<file path="src/pie_map.svh">
// constants for the priority interrupt expander
`ifndef PIE_MAP_SVH
`define PIE_MAP_SVH
`define CLK_PERIOD_NS   20
`define SCAN_PERIOD_NS  900
`define SCAN_CYCLES     (`SCAN_PERIOD_NS / `CLK_PERIOD_NS)
`define NUM_LINES       8
`define EBUS_W          16
`define DEV_HI          3'h4
`define DEV_LO_LSB      0
`define DEV_HI_LSB      3
`define FUNC_LSB        6
`define OP_LSB          9
`define OP_EXC          3'h0
`define OP_OUT          3'h3
`define FN_CLEAR        3'h1
`define FN_ENABLE       3'h2
`define FN_CLR_EN       3'h3
`define FN_DISABLE      3'h4
`define FN_CLR_DIS      3'h5
`define VEC_TOP         1'h1
`define LINES_ZERO      8'h00
`endif

</file>
<file path="src/pie_pkg.sv">
// types for the priority interrupt expander
package pie_pkg;
    typedef enum logic [1:0] {
        ST_IDLE = 2'h0,
        ST_REQ  = 2'h1,
        ST_ACK  = 2'h3
    } req_state_t;

    typedef struct packed {
        logic       hit;
        logic [2:0] op;
        logic [2:0] func;
    } bus_cmd_t;

    typedef struct packed {
        logic clear;
        logic enable;
        logic disarm;
        logic load;
    } ctl_act_t;
endpackage

</file>
<file path="src/priority_interrupt_expander.sv">
// eight line priority interrupt expander, device side
`timescale 1ns/1ns
`include "pie_map.svh"

// Operation
// RULE_01 - eight lines, fixed priority by wiring
// RULE_02 - line, sync and mask registers
// RULE_03 - sample all lines every 900 ns
// RULE_04 - serve highest unmasked pending line first
// RULE_05 - lower requests stay latched until served
// RULE_06 - set mask bit blocks its line
// RULE_07 - mask changes only by software write
// RULE_08 - two locations per line, sixteen total
// RULE_09 - vectors lie in octal 0100..0177
// RULE_10 - vector holds one non-I/O instruction
// RULE_11 - jump-and-mark disables until re-enabled
// RULE_12 - CPU withholds ack around I/O, two-word
// RULE_13 - CPU withholds ack during shifts
// RULE_14 - CPU withholds ack during halt, step
// RULE_15 - codes 1,2,3: clear, enable, both
// RULE_16 - codes 4,5: disable, clear and disable
// RULE_17 - answer only device address 04X
// RULE_18 - request right follows chain position
// RULE_19 - request on trailing timing clock edge
// RULE_20 - drive vector on ack, release after
// RULE_21 - mask bit 0 is top priority line
// RULE_22 - request set forces chain out false
// RULE_23 - enable flag gates requests
// RULE_24 - reset idles logic, keeps mask
module priority_interrupt_expander #(
    parameter int NUM_LINES = `NUM_LINES,
    parameter int SCAN_CYC  = `SCAN_CYCLES
) (
    input  wire logic                 clk_i,
    input  wire logic                 rst_n_i,
    input  wire logic [NUM_LINES-1:0] periph_line_i,
    input  wire logic                 interrupt_timing_clock_i,
    input  wire logic                 cpu_interrupt_acknowledge_i,
    input  wire logic                 jump_mark_inhibit_i,
    input  wire logic                 chain_priority_in_i,
    input  wire logic                 function_ready_i,
    input  wire logic                 data_ready_i,
    input  wire logic [`EBUS_W-1:0]   ebus_i,
    input  wire logic [2:0]           dev_addr_strap_i,
    input  wire logic [1:0]           vector_base_i,
    output logic                      cpu_interrupt_request_o,
    output logic                      chain_priority_out_o,
    output logic [`EBUS_W-1:0]        ebus_o,
    output logic                      ebus_oe_o
);

    // two-stage synchronisers for every pin
    logic [NUM_LINES-1:0] line_meta;
    logic [NUM_LINES-1:0] line_sync;
    logic [4:0]           ctl_meta;
    logic [4:0]           ctl_sync;
    logic [4:0]           ctl_prev;
    logic [`EBUS_W-1:0]   ebus_meta;
    logic [`EBUS_W-1:0]   ebus_sync;
    logic                 chain_meta;
    logic                 chain_sync;
    logic [4:0]           strap_meta;
    always_ff @(posedge clk_i or negedge rst_n_i) begin
        if (!rst_n_i) begin
            line_meta  <= `LINES_ZERO;
            line_sync  <= `LINES_ZERO;
            ctl_meta   <= 5'h00;
            ctl_sync   <= 5'h00;
            ctl_prev   <= 5'h00;
            ebus_meta  <= 16'h0000;
            ebus_sync  <= 16'h0000;
            chain_meta <= 1'b0;
            chain_sync <= 1'b0;
            strap_meta <= 5'h00;
        end else begin
            line_meta  <= periph_line_i;
            line_sync  <= line_meta;
            ctl_meta   <= {interrupt_timing_clock_i,
                           cpu_interrupt_acknowledge_i,
                           jump_mark_inhibit_i,
                           function_ready_i,
                           data_ready_i};
            ctl_sync   <= ctl_meta;
            ctl_prev   <= ctl_sync;
            ebus_meta  <= ebus_i;
            ebus_sync  <= ebus_meta;
            chain_meta <= chain_priority_in_i;
            chain_sync <= chain_meta;
            strap_meta <= {vector_base_i, dev_addr_strap_i};
        end
    end

    logic tclk_fall;
    logic ack_lvl;
    logic ack_rise;
    logic ack_fall;
    logic jmp_rise;
    logic fry_rise;
    logic dry_rise;
    assign tclk_fall = ctl_prev[4] & ~ctl_sync[4];
    assign ack_lvl   = ctl_sync[3];
    assign ack_rise  = ctl_sync[3] & ~ctl_prev[3];
    assign ack_fall  = ctl_prev[3] & ~ctl_sync[3];
    assign jmp_rise  = ctl_sync[2] & ~ctl_prev[2];
    assign fry_rise  = ctl_sync[1] & ~ctl_prev[1];
    assign dry_rise  = ctl_sync[0] & ~ctl_prev[0];

    // straps: second synchroniser stage, steady from then on
    logic [2:0] dev_lo;
    logic [1:0] vec_base;
    logic       strap_done;
    always_ff @(posedge clk_i or negedge rst_n_i) begin
        if (!rst_n_i) begin
            dev_lo     <= 3'h0;
            vec_base   <= 2'h0;
            strap_done <= 1'b0;
        end else begin
            dev_lo     <= strap_meta[2:0];
            vec_base   <= strap_meta[4:3];
            strap_done <= 1'b1;
        end
    end

    // command decode while the cpu owns the bus
    function automatic pie_pkg::bus_cmd_t decode(
        input logic [`EBUS_W-1:0] w,
        input logic [2:0]         lo
    );
        pie_pkg::bus_cmd_t c;
        c.hit  = (w[`DEV_HI_LSB +: 3] == `DEV_HI) &&
                 (w[`DEV_LO_LSB +: 3] == lo); // [RULE_17]
        c.op   = w[`OP_LSB +: 3];
        c.func = w[`FUNC_LSB +: 3];
        return c;
    endfunction

    pie_pkg::bus_cmd_t cmd;
    pie_pkg::ctl_act_t act;
    assign cmd = decode(ebus_sync, dev_lo);
    always_comb begin
        act = '0;
        if (fry_rise && !ack_lvl && strap_done && cmd.hit) begin
            if (cmd.op == `OP_EXC) begin
                case (cmd.func)
                    `FN_CLEAR:   act.clear = 1'b1; // [RULE_15]
                    `FN_ENABLE:  act.enable = 1'b1; // [RULE_15]
                    `FN_CLR_EN: begin
                        act.clear  = 1'b1; // [RULE_15]
                        act.enable = 1'b1;
                    end
                    `FN_DISABLE: act.disarm = 1'b1; // [RULE_16]
                    `FN_CLR_DIS: begin
                        act.clear  = 1'b1; // [RULE_16]
                        act.disarm = 1'b1;
                    end
                    default: act = '0;
                endcase
            end else if (cmd.op == `OP_OUT) begin
                act.load = 1'b1;
            end
        end
    end

    // mask load: output command arms, data ready writes
    logic load_armed;
    always_ff @(posedge clk_i or negedge rst_n_i) begin
        if (!rst_n_i) begin
            load_armed <= 1'b0;
        end else if (act.load) begin
            load_armed <= 1'b1;
        end else if (dry_rise) begin
            load_armed <= 1'b0;
        end
    end

    // mask survives reset and never clears itself
    logic [NUM_LINES-1:0] line_disable_mask;
    always_ff @(posedge clk_i) begin
        if (load_armed && dry_rise) begin
            line_disable_mask <= ebus_sync[NUM_LINES-1:0]; // [RULE_07] [RULE_24]
        end
    end

    // scan timer
    logic [$clog2(SCAN_CYC)-1:0] scan_cnt;
    logic                        scan_tick;
    assign scan_tick = (scan_cnt == ($clog2(SCAN_CYC))'(SCAN_CYC - 1));
    always_ff @(posedge clk_i or negedge rst_n_i) begin
        if (!rst_n_i) begin
            scan_cnt <= '0;
        end else if (scan_tick) begin
            scan_cnt <= '0; // [RULE_03]
        end else begin
            scan_cnt <= scan_cnt + 1'b1;
        end
    end

    // line and sync registers, false-to-true detect
    logic [NUM_LINES-1:0] line_reg;
    logic [NUM_LINES-1:0] sync_reg;
    logic [NUM_LINES-1:0] new_req;
    always_ff @(posedge clk_i or negedge rst_n_i) begin
        if (!rst_n_i) begin
            line_reg <= '0;
            sync_reg <= '0;
        end else if (scan_tick) begin
            line_reg <= line_sync; // [RULE_02] [RULE_03]
            sync_reg <= line_reg; // [RULE_02]
        end
    end

    assign new_req = scan_tick ? (line_reg & ~sync_reg) : '0;

    // pending requests, set wins over clear
    logic [NUM_LINES-1:0] pending;
    logic [NUM_LINES-1:0] served;
    logic [NUM_LINES-1:0] next_pending;
    logic [NUM_LINES-1:0] eligible;
    always_comb begin
        next_pending = pending;
        if (act.clear) begin
            next_pending = '0;
        end
        next_pending = (next_pending & ~served) | new_req; // [RULE_05]
    end

    always_ff @(posedge clk_i or negedge rst_n_i) begin
        if (!rst_n_i) begin
            pending <= '0; // [RULE_24]
        end else begin
            pending <= next_pending;
        end
    end

    assign eligible = pending & ~line_disable_mask; // [RULE_06] [RULE_21]

    // bit 0 is the top priority line
    function automatic logic [2:0] top_level(
        input logic [NUM_LINES-1:0] v
    );
        logic [2:0] l;
        l = 3'h0;
        for (int i = NUM_LINES - 1; i >= 0; i--) begin
            if (v[i]) begin
                l = 3'(i); // [RULE_01] [RULE_04]
            end
        end
        return l;
    endfunction

    // enable flag
    logic request_enable_flag;
    always_ff @(posedge clk_i or negedge rst_n_i) begin
        if (!rst_n_i) begin
            request_enable_flag <= 1'b0; // [RULE_24]
        end else if (act.disarm || jmp_rise) begin
            request_enable_flag <= 1'b0; // [RULE_11] [RULE_23]
        end else if (act.enable) begin
            request_enable_flag <= 1'b1; // [RULE_23]
        end
    end

    // request sequencer
    pie_pkg::req_state_t state;
    pie_pkg::req_state_t next_state;
    logic [2:0]          level;
    logic                start_req;
    assign start_req = tclk_fall && request_enable_flag &&
                       chain_sync && (|eligible); // [RULE_18] [RULE_19]
    always_comb begin
        next_state = state;
        case (state)
            pie_pkg::ST_IDLE:
                if (start_req) begin
                    next_state = pie_pkg::ST_REQ;
                end
            pie_pkg::ST_REQ:
                if (ack_rise) begin
                    next_state = pie_pkg::ST_ACK;
                end
            pie_pkg::ST_ACK:
                if (ack_fall) begin
                    next_state = pie_pkg::ST_IDLE; // [RULE_20]
                end
            default: next_state = pie_pkg::ST_IDLE;
        endcase
    end

    always_ff @(posedge clk_i or negedge rst_n_i) begin
        if (!rst_n_i) begin
            state <= pie_pkg::ST_IDLE; // [RULE_24]
        end else begin
            state <= next_state;
        end
    end

    always_ff @(posedge clk_i or negedge rst_n_i) begin
        if (!rst_n_i) begin
            level <= 3'h0;
        end else if (state == pie_pkg::ST_IDLE && start_req) begin
            level <= top_level(eligible); // [RULE_04]
        end
    end

    // served line leaves pending at acknowledge
    always_comb begin
        served = '0;
        if (state == pie_pkg::ST_REQ && ack_rise) begin
            served[level] = 1'b1; // [RULE_05]
        end
    end
    always_ff @(posedge clk_i or negedge rst_n_i) begin
        if (!rst_n_i) begin
            cpu_interrupt_request_o <= 1'b0;
            chain_priority_out_o    <= 1'b0;
        end else begin
            cpu_interrupt_request_o <=
                (next_state == pie_pkg::ST_REQ); // [RULE_19]
            chain_priority_out_o <= chain_sync &&
                (next_state == pie_pkg::ST_IDLE); // [RULE_22]
        end
    end
    always_ff @(posedge clk_i or negedge rst_n_i) begin
        if (!rst_n_i) begin
            ebus_o    <= 16'h0000;
            ebus_oe_o <= 1'b0;
        end else if (next_state == pie_pkg::ST_ACK) begin
            ebus_o    <= {9'h000, `VEC_TOP, vec_base,
                          level, 1'b0}; // [RULE_08] [RULE_09]
            ebus_oe_o <= 1'b1; // [RULE_20]
        end else begin
            ebus_o    <= 16'h0000;
            ebus_oe_o <= 1'b0; // [RULE_20]
        end
    end

endmodule

</file>
<file path="config.mk">
export PLATFORM = sky130hd
export DESIGN_NAME = priority_interrupt_expander
export DESIGN_NICKNAME = d
export VERILOG_FILES = /design/src/pie_pkg.sv /design/src/priority_interrupt_expander.sv
export VERILOG_INCLUDE_DIRS = /design/src
export SDC_FILE = /design/constraint.sdc
export NUM_CORES = 1
export LEC_CHECK = 0
export BUFFER_PORTS_ARGS = -buffer_cell sky130_fd_sc_hd__buf_2
export CORE_UTILIZATION = 50
export DETAILED_ROUTE_END_ITERATION = 10
export GPL_TIMING_DRIVEN = 0
export PLACE_DENSITY_LB_ADDON = 0.1
export SLEW_MARGIN = 0
export SYNTH_ARGS = -nofsm -noshare
export SYNTH_HDL_FRONTEND = slang
export SYNTH_SLANG_ARGS = --single-unit
export TNS_END_PERCENT = 1
</file>
<file path="constraint.sdc">
create_clock -name clk_i -period 2 [get_ports clk_i]
set_input_delay 0.4 -clock clk_i [delete_from_list [all_inputs] [get_ports clk_i]]
set_output_delay 0.4 -clock clk_i [all_outputs]
set_load 0.005 [all_outputs]
</file>
==> results of run 1 <==
## critical path, stage by stage, from the launching register on
cell and delay (ns):
dfrtp_1 0.42, inv_1 0.09, ha_1 0.17, nand4_1 0.16, nor2_4 0.30, buf_6 0.21
mux2_2 0.34
## worst paths after layout
kind	startpoint	end	slack, ns
max	scan_cnt[0]$_DFF_PN0_	sync_reg[7]$_DFFE_PN0P_	0.19
min	strap_meta[4]$_DFF_PN0_	vec_base[1]$_DFF_PN0_	0.35
max reg2reg	scan_cnt[0]$_DFF_PN0_	sync_reg[7]$_DFFE_PN0P_	0.19
min reg2reg	strap_meta[4]$_DFF_PN0_	vec_base[1]$_DFF_PN0_	0.35
max in group asynchronous	rst_n_i	line_meta[4]$_DFF_PN0_	0.80
min in group asynchronous	rst_n_i	ctl_meta[1]$_DFF_PN0_	0.51
## area by class of cell
| type | count | area [sq um] | area share (%) |
|---|---|---|---|
| inverter | 4 | 15.0 | 0.279 |
| buffer | 14 | 103 | 1.91 |
| sequential | 121 | 3070 | 57.0 |
| tap | 102 | 128 | 2.37 |
| clock inverter | 13 | 121 | 2.26 |
| multi-input combinational | 143 | 960 | 17.8 |
| clock buffer | 18 | 428 | 7.96 |
| timing repair buffer | 74 | 556 | 10.3 |
## cell usage in the layout (no fill, tap or decap), types with 2 or more instances in the layout
master / netlist / layout
a21oi_1: 4 / 4
and2_1: 2 / 2
and3_1: 6 / 6
buf_2: 1 / 41
buf_4: 11 / 12
clkbuf_16: 0 / 16
clkbuf_8: 0 / 2
clkinv_2: 0 / 2
clkinv_4: 0 / 4
clkinvlp_4: 0 / 3
conb_1: 2 / 11
dfrtp_1: 113 / 113
dlygate4sd3_1: 0 / 32
edfxtp_1: 8 / 8
ha_1: 2 / 2
inv_1: 4 / 4
inv_6: 0 / 2
mux2_2: 17 / 17
nand2_1: 11 / 11
nand2b_1: 13 / 13
nand3_1: 6 / 6
nand3b_1: 10 / 10
nand4_1: 6 / 6
nor2_1: 7 / 7
nor2b_1: 3 / 3
nor4bb_1: 2 / 2
o21ai_0: 21 / 21
o31ai_1: 2 / 2
xnor2_1: 4 / 4
xor2_1: 2 / 2
## per-stage QoR
| stage | std cells | TNS, ns |
|---|---|---|
| after floorplan | 282 | 0 |
| after global placement | 425 | -77.05 |
| after detailed placement | 426 | 0 |
| after CTS | 489 | 0 |
| after global routing | 489 | 0 |
| final | 489 | 0 |
## cells by family after synthesis
logic type	Yosys count	share of synthesized area (%)
muxes	17	4.66
and+or+nand+nor	74	11.2
buffers and inverters	18	2.86
DFF	121	74.6
adders and majority gates	2	0.609
xor gates and xnor gates	6	1.28
AOI/OAI and AO/OA	33	4.60
other	2	0.183
## cell usage after synthesis, types with 3 or more instances
cell type / instances
buf_4: 11
nor2_1: 7
nand3b_1: 10
edfxtp_1: 8
o21ai_0: 21
nor2b_1: 3
nand2_1: 11
inv_1: 4
mux2_2: 17
nand3_1: 6
xnor2_1: 4
nand2b_1: 13
a21oi_1: 4
dfrtp_1: 113
and3_1: 6
nand4_1: 6
## what timing repair did
item	CTS	global route
endpoints found under the hold margin	89	0
hold buffers	32	0
setup endpoints to repair	0	0
## report_power, final
group	switching, mW	total (mW)	internal [mW]
logic	0.0774	0.177	0.100
clock network	1.07	2.75	1.68
registers	0.0342	2.59	2.55
total	1.18	5.51	4.33
## per-layer routing
metal  GRT usage (%)  up-vias  part of all wire, %
li1                -     1127                    -
met1            19.6     1128                   46
met2            27.3       61                   49
met3            6.90        6                  4.4
met4            8.21        0                 0.80
met5               0        -                    0
==> summary.txt, run 1 <==
synthesized instance count = 273
worst slack at placement = 0.181 ns
final WL = 6090 um
DR iter-0 viols = 110
1st-pass router iterations = 5
# IOs = 56
crit path DAT = 2.19 ns
RSZ-0062 raised after global routing = no
crit-path max FO = 10
vias in the first global route = 2,367
max-capacitance violation count = 0
max frequency = 0.552 GHz
VDD IR-drop max = 0.582 mV
initial antenna violation count = 0
skew final = 0.0137 ns
total power = 5.51 mW
diode count = 0
path depth of the worst reg2reg path = 6
WL per Instance = 12.5 um
die width = 92.7 um
Final ANT Viol Nets = 0
cts bufs inserted = 17
H-tree Lvls = 4
vias = 2,322
Die Y = 92.7 um
Final Critical Period = 1.81 ns
Tcrit/Tclk final = 90.6%
final worst setup slack = 0.187 ns
Cell Area, Placed = 0.00451 sq mm
worst hold path class = flip-flop to flip-flop
Via-to-Cell Ratio = 4.75
Ys Warns = 0
Post-synth EDFFs = 8
Final Max Slew Viols = 0
Root Buffer = clkbuf_8
largest net degree at the start of global routing = 60
DRC Markers = 0
Critical Path Start Type = flip-flop
top flop regs = ebus_meta x12, ebus_sync x12
mapped cell area = 0.00411 sq mm
post-cts sizing count = 0
most common flop cell mapped by yosys = dfrtp_1
largest cells by area after synthesis = dfrtp_1, edfxtp_1, mux2_2, o21ai_0, buf_4
count of cell types in the netlist = 39
worst skew pair latency = 0.51 ns
WS Path Type = flip-flop to flip-flop
gpl congestion = 0.798
Worst EP required = 2.38 ns
GRT Util Overall = 16.9%
Final Hold Viols = 0
layout cells sized above 1 = 27.9%
first-pass GRT wire length = 10,600 um
CTS tree = built
Hold WS = 0.345 ns
Leak = 2.50 nW
area grow syn2layout = 30.8%
async set-reset flop share out of synthesis = 93.4%
design area = 0.00538 sq mm
status = completed
Max transition margin = 29.2%
final core occ = 68.5%
setup violators final = 0
Synth top area share = 68.8%
clock net sink count = 121
Reg clk slew, reported paths = 0.06 ns
Post-CTS Setup Inserts = 0
hold path depth = 0
post-DP HPWL = 3670 um
Seq/Total Area, Yosys = 74.6%
fillcell total = 571
grt total ovfl = 0
Cell Rows = 32
Clock Path Buffers = 2
number of synthesized register bits = 121
Initial Util = 52.4%
I/O Buffers = 41
Die ar. = 0.00859 sq mm
Core Area = 0.00785 sq mm
cell taking the most area after synthesis = dfrtp_1
Power Dens Cells = 1020 mW/mm^2
final net count = 414
average cell area after synthesis = 15.1 sq um
actual slew at the worst max-slew pin = 1.06 ns
CP Capture Type = flip-flop
(Power assumes the default switching activity.)
==> inputs of run 2 (changes only) <==
--- a/config.mk
+++ b/config.mk
@@ -6,6 +6,7 @@
 export SDC_FILE = /design/constraint.sdc
 export NUM_CORES = 1
 export LEC_CHECK = 0
+export ABC_AREA = 1
 export BUFFER_PORTS_ARGS = -buffer_cell sky130_fd_sc_hd__buf_2
 export CORE_UTILIZATION = 50
 export DETAILED_ROUTE_END_ITERATION = 10
==> summary.txt, run 2 <==
Register Area = 0.00307 sq mm
Power Dens Cells = 1010 mW/mm^2
combinational power share = 3.2%
first-pass GRT wire length = 11,100 um
fin cells = 582
most common cell after layout, fill and taps aside = dfrtp_1
count leader, synth = dfrtp_1
Final ANT Viol Nets = 0
cts bufs inserted = 17
Reg clk slew, reported paths = 0.06 ns
worst hold path class = flip-flop to flip-flop
average cell area after synthesis = 11.6 sq um
Worst EP required = 1.60 ns
Core Area = 0.00818 sq mm
most frequent cells after synthesis = dfrtp_1, nand2_1, inv_1, nand3_1, nor2_1
Ys Warns = 0
DR iter-0 viols = 129
cell taking the most area after synthesis = dfrtp_1
final worst setup slack = 0.485 ns
mapped cell area = 0.00422 sq mm
largest cells by area after synthesis = dfrtp_1, nand2_1, edfxtp_1, inv_1, nand3_1
async set-reset flop share out of synthesis = 93.4%
Final Critical Period = 1.52 ns
number of synthesized register bits = 121
crit path DAT = 1.12 ns
Tcrit/Tclk final = 75.8%
skew final = 0.00750 ns
worst skew pair latency = 0.51 ns
Final Max Slew Viols = 0
RSZ-0062 raised after global routing = no
max-capacitance violation count = 0
Power Internal = 4.32 mW
vias in the first global route = 2,508
Critical Path Start Type = flip-flop
Via-to-Cell Ratio = 4.48
Die Y = 93.8 um
highest routed layer = met4
GRT Util Overall = 17.2%
placed cell count = 518
design area = 0.00549 sq mm
CTS tree = built
Die ar. = 0.00880 sq mm
count of cell types in the netlist = 28
Multi-input gate area = 881 sq um
Synth top area share = 67.1%
register share of total power = 46.8%
final WL = 6340 um
Cell Rows = 33
total power = 5.52 mW
area grow syn2layout = 30.1%
Leak = 2.72 nW
1st-pass router iterations = 4
die width = 93.8 um
Final Hold Viols = 0
Metal-1 WL = 2930 um
DRC Markers = 0
worst slack at placement = 0.633 ns
vias = 2,608
largest net degree at the start of global routing = 71
initial antenna violation count = 0
grt total ovfl = 0
crit-path max FO = 2
Root Buffer = clkbuf_8
Max transition margin = 58.1%
I/O Buffers = 41
Hold WS = 0.345 ns
# IOs = 56
fillcell total = 619
post-DP HPWL = 3960 um
diode count = 0
max frequency = 0.660 GHz
VDD IR-drop max = 0.644 mV
setup violators final = 0
Post-synth EDFFs = 8
clock network power share = 50.0%
top flop regs = ebus_meta x12, ebus_sync x12
Cell Area, Placed = 0.00462 sq mm
Sw Share = 21.6%
most common flop cell mapped by yosys = dfrtp_1
met3 routed WL = 255 um
actual slew at the worst max-slew pin = 0.626 ns
metal2 WL = 3050 um
final net count = 503
switching pwr = 1.19 mW
Initial Util = 51.6%
H-tree Lvls = 4
layout cells sized above 1 = 22.4%
Seq/Total Area, Yosys = 72.8%
WS Path Type = flip-flop to output port
gpl congestion = 0.789
status = completed
WL per Instance = 10.9 um
Clock Path Buffers = 2
most frequent cells in the layout = dfrtp_1, nand2_1, inv_1
clock net sink count = 121
synthesized instance count = 362
CP Capture Type = output port
-- run 2: cell types whose count changed in the layout (fill, tap and decap cells not counted), sizes merged, moves of 5 or more --
| cell | before | now |
|---|---|---|
| nand3 | 6 | 24 |
| nand3b | 10 | 0 |
| nand2 | 11 | 88 |
| and3 | 6 | 1 |
| nand2b | 13 | 0 |
| inv | 7 | 52 |
| nor2 | 8 | 24 |
| mux2 | 17 | 0 |
| o21ai | 21 | 15 |
-- run 2: critical path: stages, from the launching register on --
cell and delay [ns]:
dfrtp_1 0.37, buf_4 0.12, buf_2 0.11
-- run 2: what timing repair did --
item | in CTS | in global routing
hold buffers | 32 | 0
setup buffers | 0 | 0
gates resized for setup | 0 | 0
endpoints found under the hold margin | 74 | 0
-- run 2: power groups by stage --
stage	combinational [mW]	sequential (mW)	clock [mW]
2_1_floorplan	0.0440	2.62	0
3_3_place_gp	0.119	2.62	0
3_5_place_dp	0.129	2.63	0
4_1_cts	0.177	2.58	2.82
5_1_grt	0.199	2.59	2.94
6_report	0.174	2.58	2.76
-- run 2: final timing paths --
path	from	to	slack, ns	cells past startpoint
setup reg to reg	ebus_sync[4]$_DFF_PN0_	pending[7]$_DFF_PN0_	0.63	6
min in group asynchronous	rst_n_i	scan_cnt[3]$_DFF_PN0_	0.43	2
max in group asynchronous	rst_n_i	load_armed$_DFFE_PN0P_	0.86	3
hold / removal	ebus_meta[2]$_DFF_PN0_	ebus_sync[2]$_DFF_PN0_	0.35	0
setup / recovery	ebus_o[6]$_DFF_PN0_	ebus_o[6]	0.48	2
hold reg to reg	ebus_meta[2]$_DFF_PN0_	ebus_sync[2]$_DFF_PN0_	0.35	0
-- run 2: layout make-up --
type | count | share of cell area [%]
buffer | 15 | 2.19
clock buffer | 18 | 7.80
clock inverter | 14 | 2.19
inverter | 47 | 3.31
multi-input combinational | 188 | 16.1
sequential | 121 | 55.9
tap | 105 | 2.40
timing repair buffer | 74 | 10.1
-- run 2: cells by family (layout without fill, tap and decap cells) --
kind of cell / count (synthesis) / count (layout) / share of synthesized area [%]
buffers and inverters: 62 / 168 / 7.15
flip-flops: 121 / 121 / 72.8
adder cells (fa/ha/maj): 2 / 2 / 0.593
other: 2 / 11 / 0.178
AO/OA/AOI/OAI: 21 / 21 / 2.49
XOR/XNOR: 2 / 2 / 0.416
AND/OR/NAND/NOR: 152 / 152 / 16.4
-- run 2: through the flow --
step | TNS (ns) | utilization, %
after CTS | 0 | 67.1
after detailed placement | 0 | 56.5
final | 0 | 67.1
after global routing | 0 | 67.1
after floorplan | 0 | -
after global placement | -76.65 | 56.1
-- run 2: layer usage --
metal	vias up	GRT usage [%]
met2	59	26.3
li1	1321	-
met5	-	0
met4	0	9.23
met3	8	5.91
met1	1220	21.4
